## src/core/cies_pkg.sv

```systemverilog
// Shared constants, types and helper functions of the instruction execution core.
`default_nettype none
package cies_pkg;
	// Register byte offsets.
	localparam logic [7:0] ADDR_CTRL   = 8'h00;
	localparam logic [7:0] ADDR_STATUS = 8'h04;
	localparam logic [7:0] ADDR_WORK   = 8'h08;
	localparam logic [7:0] ADDR_BANK   = 8'h0C;
	localparam logic [7:0] ADDR_PC     = 8'h10;
	localparam logic [7:0] ADDR_SHADOW = 8'h14;
	localparam logic [7:0] ADDR_STACK  = 8'h18;
	localparam logic [7:0] ADDR_CORE   = 8'h1C;
	localparam logic [7:0] ADDR_BASE   = 8'h20;
	// Reset values.
	localparam logic [1:0]  RST_CTRL   = 2'h0;
	localparam logic [7:0]  RST_STATUS = 8'h00;
	localparam logic [7:0]  RST_WORK   = 8'h00;
	localparam logic [3:0]  RST_BANK   = 4'h0;
	localparam logic [11:0] RST_BASE   = 12'h000;
	localparam logic [20:0] RST_PC     = 21'h000000;
	localparam logic        RST_FLAG   = 1'b1;
	// Field positions.
	localparam int CTRL_RUN = 0;
	localparam int CTRL_EXT = 1;
	localparam int ST_ZERO  = 2;
	localparam int ST_OVF   = 3;
	localparam int CORE_EXP = 0;
	localparam int CORE_PWR = 1;
	// Opcode patterns.
	localparam logic [3:0]  OPC_TOGGLE  = 4'h7;
	localparam logic [7:0]  OPC_BR_OVF  = 8'hE4;
	localparam logic [7:0]  OPC_BR_ZERO = 8'hE0;
	localparam logic [6:0]  OPC_CALL    = 7'h76;
	localparam logic [6:0]  OPC_CLEAR   = 7'h35;
	localparam logic [15:0] OPC_CLR_WDG = 16'h0004;
	localparam logic [15:0] NOP_WORD    = 16'h0000;
	// Addressing and program counter steps.
	localparam logic [7:0]  LIT_OFS_MAX = 8'h5F;
	localparam logic [7:0]  ACC_SPLIT   = 8'h60;
	localparam logic [3:0]  ACC_HI_BANK = 4'hF;
	localparam logic [20:0] PC_STEP     = 21'h000002;
	localparam logic [20:0] RET_OFS     = 21'h000004;
	// Watchdog and stack sizes.
	localparam int WDG_CNT_W   = 16;
	localparam int WDG_POST_W  = 8;
	localparam int STACK_DEPTH = 31;

	typedef enum logic [1:0] {PH_Q1, PH_Q2, PH_Q3, PH_Q4} cies_phase_e;
	typedef enum logic [2:0] {
		OP_NONE,
		OP_BIT_TOGGLE,
		OP_BR_OVF,
		OP_BR_ZERO,
		OP_CALL,
		OP_CLEAR_FILE,
		OP_CLEAR_WDG
	} cies_op_e;

	// Classifies an instruction word.
	function automatic cies_op_e decode(input logic [15:0] w);
		if (w[15:12] == OPC_TOGGLE) return OP_BIT_TOGGLE;
		else if (w[15:8] == OPC_BR_OVF) return OP_BR_OVF;
		else if (w[15:8] == OPC_BR_ZERO) return OP_BR_ZERO;
		else if (w[15:9] == OPC_CALL) return OP_CALL;
		else if (w[15:9] == OPC_CLEAR) return OP_CLEAR_FILE;
		else if (w == OPC_CLR_WDG) return OP_CLEAR_WDG;
		else return OP_NONE;
	endfunction

	// Forms the data address from the access flag and register field.
	function automatic logic [11:0] eff_addr(input logic [15:0] w, input logic [3:0] bank,
		input logic ext, input logic [11:0] base);
		if (w[8]) return {bank, w[7:0]};
		else if (ext && (w[7:0] <= LIT_OFS_MAX)) return base + {4'h0, w[7:0]};
		else if (w[7:0] < ACC_SPLIT) return {4'h0, w[7:0]};
		else return {ACC_HI_BANK, w[7:0]};
	endfunction

	// One-hot mask of the selected bit.
	function automatic logic [7:0] bit_mask(input logic [2:0] b);
		return 8'h01 << b;
	endfunction
endpackage
`default_nettype wire

```

## src/core/cies_stack.sv

```systemverilog
// Hardware return stack that keeps the pushed return addresses.
`default_nettype none
module cies_stack
	import cies_pkg::*;
#(
	parameter int DEPTH = STACK_DEPTH,
	parameter int WIDTH = 21
) (
	// Clock and reset.
	input  wire logic             clk,
	input  wire logic             rst_n,
	// Push port.
	input  wire logic             push,
	input  wire logic [WIDTH-1:0] push_data,
	// Top of stack.
	output logic      [WIDTH-1:0] top
);
	localparam int PW = $clog2(DEPTH);

	logic [WIDTH-1:0] mem [DEPTH];
	logic [PW-1:0]    ptr;
	logic [PW-1:0]    next_ptr;

	// The pointer wraps when the stack overflows.
	assign next_ptr = (ptr == PW'(DEPTH - 1)) ? '0 : ptr + 1'b1;
	assign top = mem[ptr];

	always_ff @(posedge clk or negedge rst_n) begin
		if (!rst_n) begin
			ptr <= '0;
			for (int i = 0; i < DEPTH; i++) begin
				mem[i] <= '0;
			end
		end else if (push) begin
			ptr <= next_ptr;
			mem[next_ptr] <= push_data;
		end
	end
endmodule
`default_nettype wire

```

## src/core/cies_wdt.sv

```systemverilog
// Watchdog counter with postscaler that the clear instruction restarts.
`default_nettype none
module cies_wdg
	import cies_pkg::*;
#(
	parameter int CNT_W  = WDG_CNT_W,
	parameter int POST_W = WDG_POST_W
) (
	// Clock and reset.
	input  wire logic              clk,
	input  wire logic              rst_n,
	// Restart request.
	input  wire logic              clear,
	// Counter state.
	output logic      [CNT_W-1:0]  count,
	output logic      [POST_W-1:0] post
);
	always_ff @(posedge clk or negedge rst_n) begin
		if (!rst_n) begin
			count <= '0;
			post <= '0;
		end else if (clear) begin
			count <= '0;
			post <= '0;
		end else begin
			post <= post + 1'b1;
			if (&post) begin
				count <= count + 1'b1;
			end
		end
	end
endmodule
`default_nettype wire

```

## src/core/cies_core.sv

```systemverilog
// Execution core for a subset of the instruction set, with an APB register port.
// Notes on behaviour
// RQ1: Bit toggle inverts one bit, flags kept.
// RQ2: Toggle and clear: decode, read, process, write.
// RQ3: Access flag 0 access bank, 1 bank select.
// RQ4: Flag 0, extended, address <= 95: indexed.
// RQ5: Branch on overflow, status untouched.
// RQ6: Branch on zero, status untouched.
// RQ7: Taken branch target is PC + 2 + 2n.
// RQ8: Taken branch adds one empty cycle.
// RQ9: Call spans two words, target split.
// RQ10: Call pushes own address plus four.
// RQ11: Shadow flag copies W, status, bank.
// RQ12: Call loads 20-bit target into PC.
// RQ13: Call takes two cycles, second empty.
// RQ14: Clear writes zero and sets zero flag.
// RQ15: Clear watchdog restarts counter, sets both flags.
// RQ16: Bit index reaches bits 0 to 7.
//
// Added by the designer: register access over APB and the address map.
`default_nettype none
module cies_core
	import cies_pkg::*;
(
	// Clock and reset.
	input  wire logic        pclk,
	input  wire logic        presetn,
	// APB slave.
	input  wire logic        psel,
	input  wire logic        penable,
	input  wire logic        pwrite,
	input  wire logic [7:0]  paddr,
	input  wire logic [31:0] pwdata,
	output logic      [31:0] prdata,
	output logic             pready,
	output logic             pslverr,
	// Program memory.
	output logic      [20:0] pmem_addr,
	input  wire logic [15:0] pmem_rdata,
	// Data memory.
	output logic      [11:0] dmem_addr,
	input  wire logic [7:0]  dmem_rdata,
	output logic      [7:0]  dmem_wdata,
	output logic             dmem_we
);
	cies_phase_e            phase;
	cies_op_e               op;
	logic [15:0]            ir;
	logic [20:0]            pc_cur;
	logic                   flush;
	logic                   run;
	logic                   ext_en;
	logic [7:0]             status;
	logic [7:0]             wreg;
	logic [3:0]             bank_select_reg;
	logic [11:0]            index_base;
	logic [7:0]             operand;
	logic [7:0]             accumulator_shadow;
	logic [7:0]             status_shadow;
	logic [3:0]             bank_select_shadow;
	logic                   expiry_flag;
	logic                   powerdown_flag;
	logic [20:0]            stack_top;
	logic [WDG_CNT_W-1:0]   wdg_count;
	logic [WDG_POST_W-1:0]  wdg_post;
	logic                   in_q1;
	logic                   in_q2;
	logic                   in_q3;
	logic                   in_q4;
	logic                   taken;
	logic                   redirect;
	logic                   push;
	logic                   wdg_clear;
	logic [20:0]            br_target;
	logic                   apb_wr;
	logic                   pc_wr;
	logic [31:0]            rd_data;
	logic                   rd_hit;

	assign op = decode(ir);
	assign in_q1 = run && (phase == PH_Q1);
	assign in_q2 = run && (phase == PH_Q2);
	assign in_q3 = run && (phase == PH_Q3);
	assign in_q4 = run && (phase == PH_Q4);
	assign taken = in_q4 && (((op == OP_BR_OVF) && status[ST_OVF]) ||
		((op == OP_BR_ZERO) && status[ST_ZERO])); // RQ5 RQ6
	assign redirect = taken || (in_q4 && (op == OP_CALL));
	assign push = in_q3 && (op == OP_CALL); // RQ10 RQ13
	assign wdg_clear = in_q3 && (op == OP_CLEAR_WDG); // RQ15
	assign br_target = pc_cur + PC_STEP + {{12{ir[7]}}, ir[7:0], 1'b0}; // RQ7
	assign apb_wr = psel && penable && pready && pwrite;
	assign pc_wr = apb_wr && (paddr == ADDR_PC) && !run;

	// Four phases make one instruction cycle.
	always_ff @(posedge pclk or negedge presetn) begin
		if (!presetn) begin
			phase <= PH_Q1;
		end else if (run) begin
			case (phase)
				PH_Q1: phase <= PH_Q2;
				PH_Q2: phase <= PH_Q3;
				PH_Q3: phase <= PH_Q4;
				default: phase <= PH_Q1;
			endcase
		end
	end

	// Fetch at the end of Q4; a redirect turns the next cycle into a bubble.
	always_ff @(posedge pclk or negedge presetn) begin
		if (!presetn) begin
			ir <= NOP_WORD;
			pc_cur <= RST_PC;
			flush <= 1'b1;
		end else if (pc_wr) begin
			ir <= NOP_WORD;
			flush <= 1'b1;
		end else if (in_q4) begin
			ir <= redirect ? NOP_WORD : pmem_rdata; // RQ8 RQ13
			pc_cur <= pmem_addr;
			flush <= redirect;
		end
	end

	// Program counter.
	always_ff @(posedge pclk or negedge presetn) begin
		if (!presetn) begin
			pmem_addr <= RST_PC;
		end else if (pc_wr) begin
			pmem_addr <= pwdata[20:0];
		end else if (in_q1 && !flush) begin
			pmem_addr <= pmem_addr + PC_STEP;
		end else if (taken) begin
			pmem_addr <= br_target; // RQ7 RQ8
		end else if (in_q4 && (op == OP_CALL)) begin
			pmem_addr <= {pmem_rdata[11:0], ir[7:0], 1'b0}; // RQ9 RQ12
		end
	end

	// Data register read, process and write.
	always_ff @(posedge pclk or negedge presetn) begin
		if (!presetn) begin
			dmem_addr <= '0;
			operand <= '0;
			dmem_we <= 1'b0;
			dmem_wdata <= '0;
		end else begin
			if (in_q1) begin
				dmem_addr <= eff_addr(ir, bank_select_reg, ext_en, index_base); // RQ3 RQ4
			end
			if (in_q2) begin
				operand <= dmem_rdata; // RQ2
			end
			if (in_q3) begin
				dmem_we <= (op == OP_BIT_TOGGLE) || (op == OP_CLEAR_FILE); // RQ2
				if (op == OP_BIT_TOGGLE) begin
					dmem_wdata <= operand ^ bit_mask(ir[11:9]); // RQ1 RQ16
				end else begin
					dmem_wdata <= 8'h00; // RQ14
				end
			end else if (in_q4) begin
				dmem_we <= 1'b0;
			end
		end
	end

	// Status flags; the instruction's set wins over a software write.
	always_ff @(posedge pclk or negedge presetn) begin
		if (!presetn) begin
			status <= RST_STATUS;
		end else begin
			if (apb_wr && (paddr == ADDR_STATUS)) begin
				status <= pwdata[7:0];
			end
			if (in_q4 && (op == OP_CLEAR_FILE)) begin
				status[ST_ZERO] <= 1'b1; // RQ14
			end
		end
	end

	// Software configuration registers.
	always_ff @(posedge pclk or negedge presetn) begin
		if (!presetn) begin
			{ext_en, run} <= RST_CTRL;
			wreg <= RST_WORK;
			bank_select_reg <= RST_BANK;
			index_base <= RST_BASE;
		end else if (apb_wr) begin
			if (paddr == ADDR_CTRL) begin
				run <= pwdata[CTRL_RUN];
				ext_en <= pwdata[CTRL_EXT];
			end else if (paddr == ADDR_WORK) begin
				wreg <= pwdata[7:0];
			end else if (paddr == ADDR_BANK) begin
				bank_select_reg <= pwdata[3:0];
			end else if (paddr == ADDR_BASE) begin
				index_base <= pwdata[11:0];
			end
		end
	end

	// Shadow copies taken by a call with its save flag set.
	always_ff @(posedge pclk or negedge presetn) begin
		if (!presetn) begin
			accumulator_shadow <= '0;
			status_shadow <= '0;
			bank_select_shadow <= '0;
		end else if (push && ir[8]) begin
			accumulator_shadow <= wreg; // RQ11
			status_shadow <= status;
			bank_select_shadow <= bank_select_reg;
		end
	end

	// Watchdog flags; the clear instruction wins over a software write.
	always_ff @(posedge pclk or negedge presetn) begin
		if (!presetn) begin
			expiry_flag <= RST_FLAG;
			powerdown_flag <= RST_FLAG;
		end else begin
			if (apb_wr && (paddr == ADDR_CORE)) begin
				expiry_flag <= pwdata[CORE_EXP];
				powerdown_flag <= pwdata[CORE_PWR];
			end
			if (wdg_clear) begin
				expiry_flag <= 1'b1; // RQ15
				powerdown_flag <= 1'b1;
			end
		end
	end

	cies_stack #(
		.DEPTH     (STACK_DEPTH),
		.WIDTH     (21)
	) u_stack (
		.clk       (pclk),
		.rst_n     (presetn),
		.push      (push),
		.push_data (pc_cur + RET_OFS), // RQ10
		.top       (stack_top)
	);

	cies_wdg #(
		.CNT_W  (WDG_CNT_W),
		.POST_W (WDG_POST_W)
	) u_wdg (
		.clk    (pclk),
		.rst_n  (presetn),
		.clear  (wdg_clear),
		.count  (wdg_count),
		.post   (wdg_post)
	);

	// Read multiplexer.
	always_comb begin
		rd_hit = 1'b1;
		if (paddr == ADDR_CTRL) rd_data = {30'h0, ext_en, run};
		else if (paddr == ADDR_STATUS) rd_data = {24'h0, status};
		else if (paddr == ADDR_WORK) rd_data = {24'h0, wreg};
		else if (paddr == ADDR_BANK) rd_data = {28'h0, bank_select_reg};
		else if (paddr == ADDR_PC) rd_data = {11'h0, pmem_addr};
		else if (paddr == ADDR_SHADOW) rd_data = {12'h0, bank_select_shadow,
			status_shadow, accumulator_shadow};
		else if (paddr == ADDR_STACK) rd_data = {11'h0, stack_top};
		else if (paddr == ADDR_CORE) rd_data = {wdg_post, wdg_count, 4'h0, phase,
			powerdown_flag, expiry_flag};
		else if (paddr == ADDR_BASE) rd_data = {20'h0, index_base};
		else begin
			rd_data = 32'h0;
			rd_hit = 1'b0;
		end
	end

	// Answer is prepared in the setup cycle, so the access phase ends at once.
	always_ff @(posedge pclk or negedge presetn) begin
		if (!presetn) begin
			prdata <= 32'h0;
			pready <= 1'b0;
			pslverr <= 1'b0;
		end else if (psel && !penable) begin
			pready <= 1'b1;
			pslverr <= !rd_hit;
			prdata <= pwrite ? 32'h0 : rd_data;
		end else if (pready) begin
			pready <= 1'b0;
			pslverr <= 1'b0;
		end
	end
endmodule
`default_nettype wire

```

## config.mk

```make
export PLATFORM = sky130hd
export DESIGN_NAME = cies_core
export DESIGN_NICKNAME = d
export VERILOG_FILES = /design/src/core/cies_pkg.sv /design/src/core/cies_stack.sv /design/src/core/cies_wdt.sv /design/src/core/cies_core.sv
export SDC_FILE = /design/constraint.sdc
export NUM_CORES = 2
export LEC_CHECK = 0
export ABC_AREA = 0
export BUFFER_PORTS_ARGS = -buffer_cell sky130_fd_sc_hd__buf_2
export CAP_MARGIN = 40
export CORE_ASPECT_RATIO = 1.75
export CORE_MARGIN = 3
export CORE_UTILIZATION = 60
export CTS_CLUSTER_SIZE = 40
export DETAILED_ROUTE_END_ITERATION = 6
export PLACE_DENSITY = 0.89
export SLEW_MARGIN = 20
export SYNTH_ARGS = -nofsm -noshare
export SYNTH_HDL_FRONTEND = slang
export SYNTH_SLANG_ARGS = --single-unit
```

## constraint.sdc

```tcl
create_clock -name pclk -period 4.55 [get_ports pclk]
set_input_delay 0.91 -clock pclk [delete_from_list [all_inputs] [get_ports pclk]]
set_output_delay 0.91 -clock pclk [all_outputs]
set_load 0.005 [all_outputs]
```

; Word-level counts from Yosys, hierarchy flattened
; Cells that the tools add are included.
; Widths: inputs -> output; s select.
[classes]
add_sub_neg = 8
n_lt_le_gt_ge = 5
n_eq_ne = 24
shift = 1
mux = 60
n_bitwise = 7
n_reduce_logical = 45
[op_table]
columns = operator, n
row1 = $bwmux 651, 1
row2 = $mux 32, 9
row3 = $mux 21, 7
row4 = $bmux 21 s5, 1
row5 = $demux 21 s5, 1
row6 = $mux 16, 5
row7 = $mux 12, 4
row8 = $add 21x2->21 const B, 2
row9 = $eq 8x5->1 const B, 4
row10 = $logic_and 1x1->1, 23
row11 = $add 21x21->21, 1
row12 = $add 21x3->21 const B, 1
row13 = $mux 1, 21
row14 = $mux 3, 7
row15 = $add 16x1->16 const B, 1
row16 = $eq 16x3->1 const B, 1
row17 = $eq 8x4->1 const B, 2
row18 = $eq 8x8->1 const B, 2
row19 = $mux 8, 2
row20 = $add 12x8->12, 1
row21 = $ge 6x6->1 const B, 2
row22 = $not 5->6, 2
row23 = $reduce_bool 2->1, 6
row24 = $eq 3x3->1 const B, 3
row25 = 30 further kinds, 41
[totals]
ff_bits = 860
in_bits = 69
output_inout_bits = 76
wordCells = 208

; Longest topological paths before layout
[logic_depth]
ltp_word = 15
ltp_mapped = 14
mapped_depth_nobuf = 13

; Modules after synthesis
; A second synthesis with hierarchy kept.
[hier_totals]
cells_unflattened = 3333
hier_area_um2 = 42054.1
[by_module_without_submodules]
columns = mod, n_inst, cells_per_inst, area_each_um2, seq_area_each_um2
row1 = cies_stack, 1, 2132, 30356.6, 16415.7
row2 = cies_core, 1, 1084, 10540.1, 4508.1
row3 = cies_wdg, 1, 117, 1157.4, 600.6

; Least setup slack after synthesis
; No wires, ideal clock.
[synth_timing]
path_kind = reg2reg
start = register pc_cur[1]
end = register pmem_addr[17]
setup_time_ns = 0.064
t_arrival_ns = 3.006
t_required_ns = 4.486
setup_slack_ns = 1.479
path_stages_with_launch = 14
n_path_buf = 1
synth_period_minus_slack_ns = 3.071
cell_sequence = dfrtp_1 > inv_1 > clkbuf_1 > ha_1 > inv_1 > ha_1 > a21o_1 > a2111oi_0 > o31ai_1 > nand4_1 > a21boi_0 > or2_2 > o21ai_0 > a31o_2
[synth_via]
elab_chain_len = 5
[synth_lines]
columns = item, line
row1 = "start, declared", cies_core.sv:49  ; logic [20:0] pc_cur;
row2 = "start signal, assigned", cies_core.sv:119  ; pc_cur <= pmem_addr;
row3 = $add 21x2->21, cies_core.sv:90  ; assign br_target = pc_cur + PC_STEP + {{12{ir[7]}}, ir[7:0], 1'b0};
row4 = $add 21x21->21, cies_core.sv:90
row5 = $mux 21, cies_core.sv:132  ; end else if (taken) begin
row6 = $mux 21, cies_core.sv:130  ; end else if (in_q1 && !flush) begin
row7 = $mux 21, cies_core.sv:128  ; end else if (pc_wr) begin
row8 = "end signal, assigned", cies_core.sv:129  ; pmem_addr <= pwdata[20:0];
row9 = "end signal, assigned", cies_core.sv:131  ; pmem_addr <= pmem_addr + PC_STEP;
row10 = "end signal, assigned", cies_core.sv:133  ; pmem_addr <= br_target;
row11 = "end, declared", cies_core.sv:38  ; output logic [20:0] pmem_addr,
; Every way passes these cells.
; A chain may end at the register's enable or synchronous reset.

; Worst setup path in the final report
[layout_timing]
start = register u_stack.ptr[0]
end = register prdata[7]
[layout_via]
elab_chain_len = 12
[layout_lines]
columns = item, line
row1 = "start, declared", cies_stack.sv:21  ; logic [PW-1:0] ptr;
row2 = "start signal, assigned", cies_stack.sv:35  ; ptr <= next_ptr;
row3 = $not 5->6 (not written as such), cies_stack.sv:26  ; assign top = mem[ptr];
row4 = $bmux 21 s5, cies_stack.sv:26
row5 = $mux 21 (not written as such) (2 in a row), cies_stack.sv:26
row6 = $mux 32, cies_core.sv:263  ; else if (paddr == ADDR_STACK) rd_data = {11'h0, stack_top};
row7 = $mux 32, cies_core.sv:261  ; else if (paddr == ADDR_SHADOW) rd_data = {12'h0, bank_select_shadow,
row8 = $mux 32, cies_core.sv:260  ; else if (paddr == ADDR_PC) rd_data = {11'h0, pmem_addr};
row9 = $mux 32, cies_core.sv:259  ; else if (paddr == ADDR_BANK) rd_data = {28'h0, bank_select_reg};
row10 = $mux 32, cies_core.sv:258  ; else if (paddr == ADDR_WORK) rd_data = {24'h0, wreg};
row11 = $mux 32, cies_core.sv:257  ; else if (paddr == ADDR_STATUS) rd_data = {24'h0, status};
row12 = $mux 32, cies_core.sv:256  ; if (paddr == ADDR_CTRL) rd_data = {30'h0, ext_en, run};
row13 = $mux 32, cies_core.sv:282  ; prdata <= pwrite ? 32'h0 : rd_data;
row14 = "end signal, assigned", cies_core.sv:282
row15 = "end, declared", cies_core.sv:34  ; output logic [31:0] prdata,
; Every way passes these cells. The select of a mux whose other input is x is not followed.

==> qor.yml <==
synthSimpleGateAreaFrac: 0.108
ys.warnings.count: 0
gp_congestion: 0.982
postSynthAreaPerCell_sq_um: 10.9
vias: 32623
clkSinkCount: 860
fin_crit_ns: 3.92
setup_viol: 0
post-cts-setup-buffers: 0
syn_inst: 3680
required_ns: 5.03
regMostFlops: "u_stack.mem"
antenna_violating_nets_post_route: 0
viasPerCell: 7.02
failed_checks: "DRC"
grt_max_degree: 125
row_count: 124
synthArstFlopShare: 1.00
synthDistinctLibCells: 75
dieWidth_um: 202
synth_edf_count: 0
drt_wl_total_um: 128000
yosysSeqAreaShare: 0.536
cts_tree: "yes"
drive_gt1_frac: 0.198
hp-class: "primary input to asynchronous set/reset pin"
endpoint_kind: "register"
port_buffers: 133
drc: 7
p_per_area_nw_per_um2: 321
crit_arrival_ns: 4.40
fin_worst_skew_ns: 0.0225
post_drt_wl_per_cell_um: 27.5
antenna_found_initial: 12
synth_top_family_by_area: "multiplexers"
ctsResizeCount: 0
synth_compound_area_frac: 0.128
synth-main-ff-cell: "dfrtp_1"
ios: 145
synth_adder_area_share: 0.0188
largest_reg_flops: 651
grt_pass1_wl_um: 198000
maxCapViolCount: 0
core_area_sq_um: 65800
synthXorXnorAreaFrac: 0.0185
fillers: 4155
grt_pass1_vias: 34502
fin_nets: 3830
p_leak_nw: 19.7
area_growth_pct: 10.8
crit_type: "register to register"
start_util: 0.611
synthMuxAreaShare: 0.159
peakVddDrop_v: 0.000230
syn_nets: 3808
rsz0062_at_grt: "no"
cts-hold-fix-buffers: 0
power_w: 0.0143
synth_seq_cells: 860
die_y_um: 348
startpoint_type: "register"
slew_violations: 0
clock.fmax_mhz: 255
h-tree-depth: 3
finalNonFillerCells: 4645
cp_max_fo: 36
cts_max_path_buffers: 3
placedCellCount: 4506
reg.largest.list: "u_stack.mem (651), prdata (32)"
cts_made_buffers: 71
finalCritPeriodShare: 0.863
whs_ns: 0.293
dp_hpwl_um: 79000
first_pass_iters: 7
hold_viol: 0
grtUsageTotal: 0.367
timing.setup.tns_ns: 0
cts_root_buffer: "clkbuf_16"
status: "complete, but fails checks"
clkLatencyLatePin_ns: 0.63
drt_iter0_drc: 3927
grt_overflow_total: 0
clkTransAtPathRegs_ns: 0.07
postLayoutCoreUtil: 0.677
relSlewSlack: 0.363
syn-cell-area_sq_um: 40200
dieArea_sq_um: 70200
tightest_slew_ns: 0.955
==> Yosys cell counts, types with 31 or more instances <==
cell,instances,share of area
mux4_2,189,0.11
a21oi_1,67,0.0083
mux2_2,142,0.040
mux2i_1,51,0.013
a22o_1,31,0.0068
xor2_1,48,0.010
ha_1,57,0.018
nand2_1,764,0.071
dfrtp_1,857,0.53
nor2_1,97,0.0091
xnor2_1,37,0.0081
clkbuf_1,268,0.025
nand3_1,46,0.0057
o21ai_0,697,0.087
==> final timing paths <==
kind / start / cells past startpoint / slack (ns) / end
min: presetn / 1 / 0.29 / pc_cur[19]
max in group asynchronous: presetn / 2 / 3.05 / u_stack.mem[139]
max: u_stack.ptr[0] / 7 / 0.63 / prdata[7]
min reg2reg: dmem_addr[7] / 2 / 0.48 / dmem_addr[7]
max reg2reg: u_stack.ptr[0] / 7 / 0.63 / prdata[7]
min in group pclk: dmem_addr[7] / 2 / 0.48 / dmem_addr[7]
==> worst max-delay path: stages, from the launching register on <==
cell and delay [ns]:
dfrtp_4 0.89, buf_12 0.35, mux4_2 0.59, mux4_2 0.55
mux2i_2 0.70, o21ai_0 0.21, a222oi_1 0.31, a21oi_1 0.09
==> layout by cell type, fill, tap and decap left out, drive strengths merged, types with 12 or more instances in the layout <==
master  instances
a21oi          67
a221o          12
a221oi         13
a22o           31
and3           20
buf           255
clkbuf         98
clkinv         15
dfrtp         857
ha             57
inv            31
mux2          142
mux2i          51
mux4          189
nand2         764
nand3          46
nor2           97
nor3           26
o211ai         16
o21ai         698
xnor2          37
xor2           48
==> routing by layer <==
layer / routed length, um / global-route usage / share of wire / up-vias
met5: 22 / 0 / 0.00017 / -
met4: 14700 / 0.343 / 0.12 / 4
met3: 14100 / 0.120 / 0.11 / 1016
met2: 61100 / 0.594 / 0.48 / 2683
met1: 37900 / 0.373 / 0.30 / 15902
li1: - / - / - / 13018
==> kinds of logic (layout without fill, tap and decap cells) <==
family,count (synthesis),in the layout
adder cells (fa/ha/maj),59,59
buffers and inverters,335,409
AO/OA/AOI/OAI,923,923
XOR/XNOR,85,85
flip-flops,860,860
AND/OR/NAND/NOR,1036,1036
multiplexers,382,382
other,0,9
==> where the power goes <==
| group | internal, W | switching [W] |
|---|---|---|
| Combinational | 0.0000642 | 0.000219 |
| Clock | 0.00344 | 0.00290 |
| Sequential | 0.00765 | 0.0000184 |
| Total | 0.0112 | 0.00314 |
==> per-stage QoR <==
| step | setup WS (ns) | cell area, sq um |
|---|---|---|
| 6_report | 0.625 | 44500 |
| 5_1_grt | 0.506 | 44500 |
| 4_1_cts | 0.857 | 44400 |
| 3_5_place_dp | 0.860 | 42100 |
| 3_3_place_gp | 0.852 | 41800 |
| 2_1_floorplan | 1.48 | 40200 |
==> area by class of cell <==
class,count,area [sq um],share of cell area
well taps,882,1100,0.0248
flip-flops and latches,860,21500,0.484
clock inverters,28,304,0.00683
inverters,28,105,0.00236
multi-input cells,2485,17500,0.393
diodes,9,22.5,0.000506
repair buffers,256,1890,0.0425
clock buffers,97,2040,0.0457
Power figures use the tool's default switching activity.
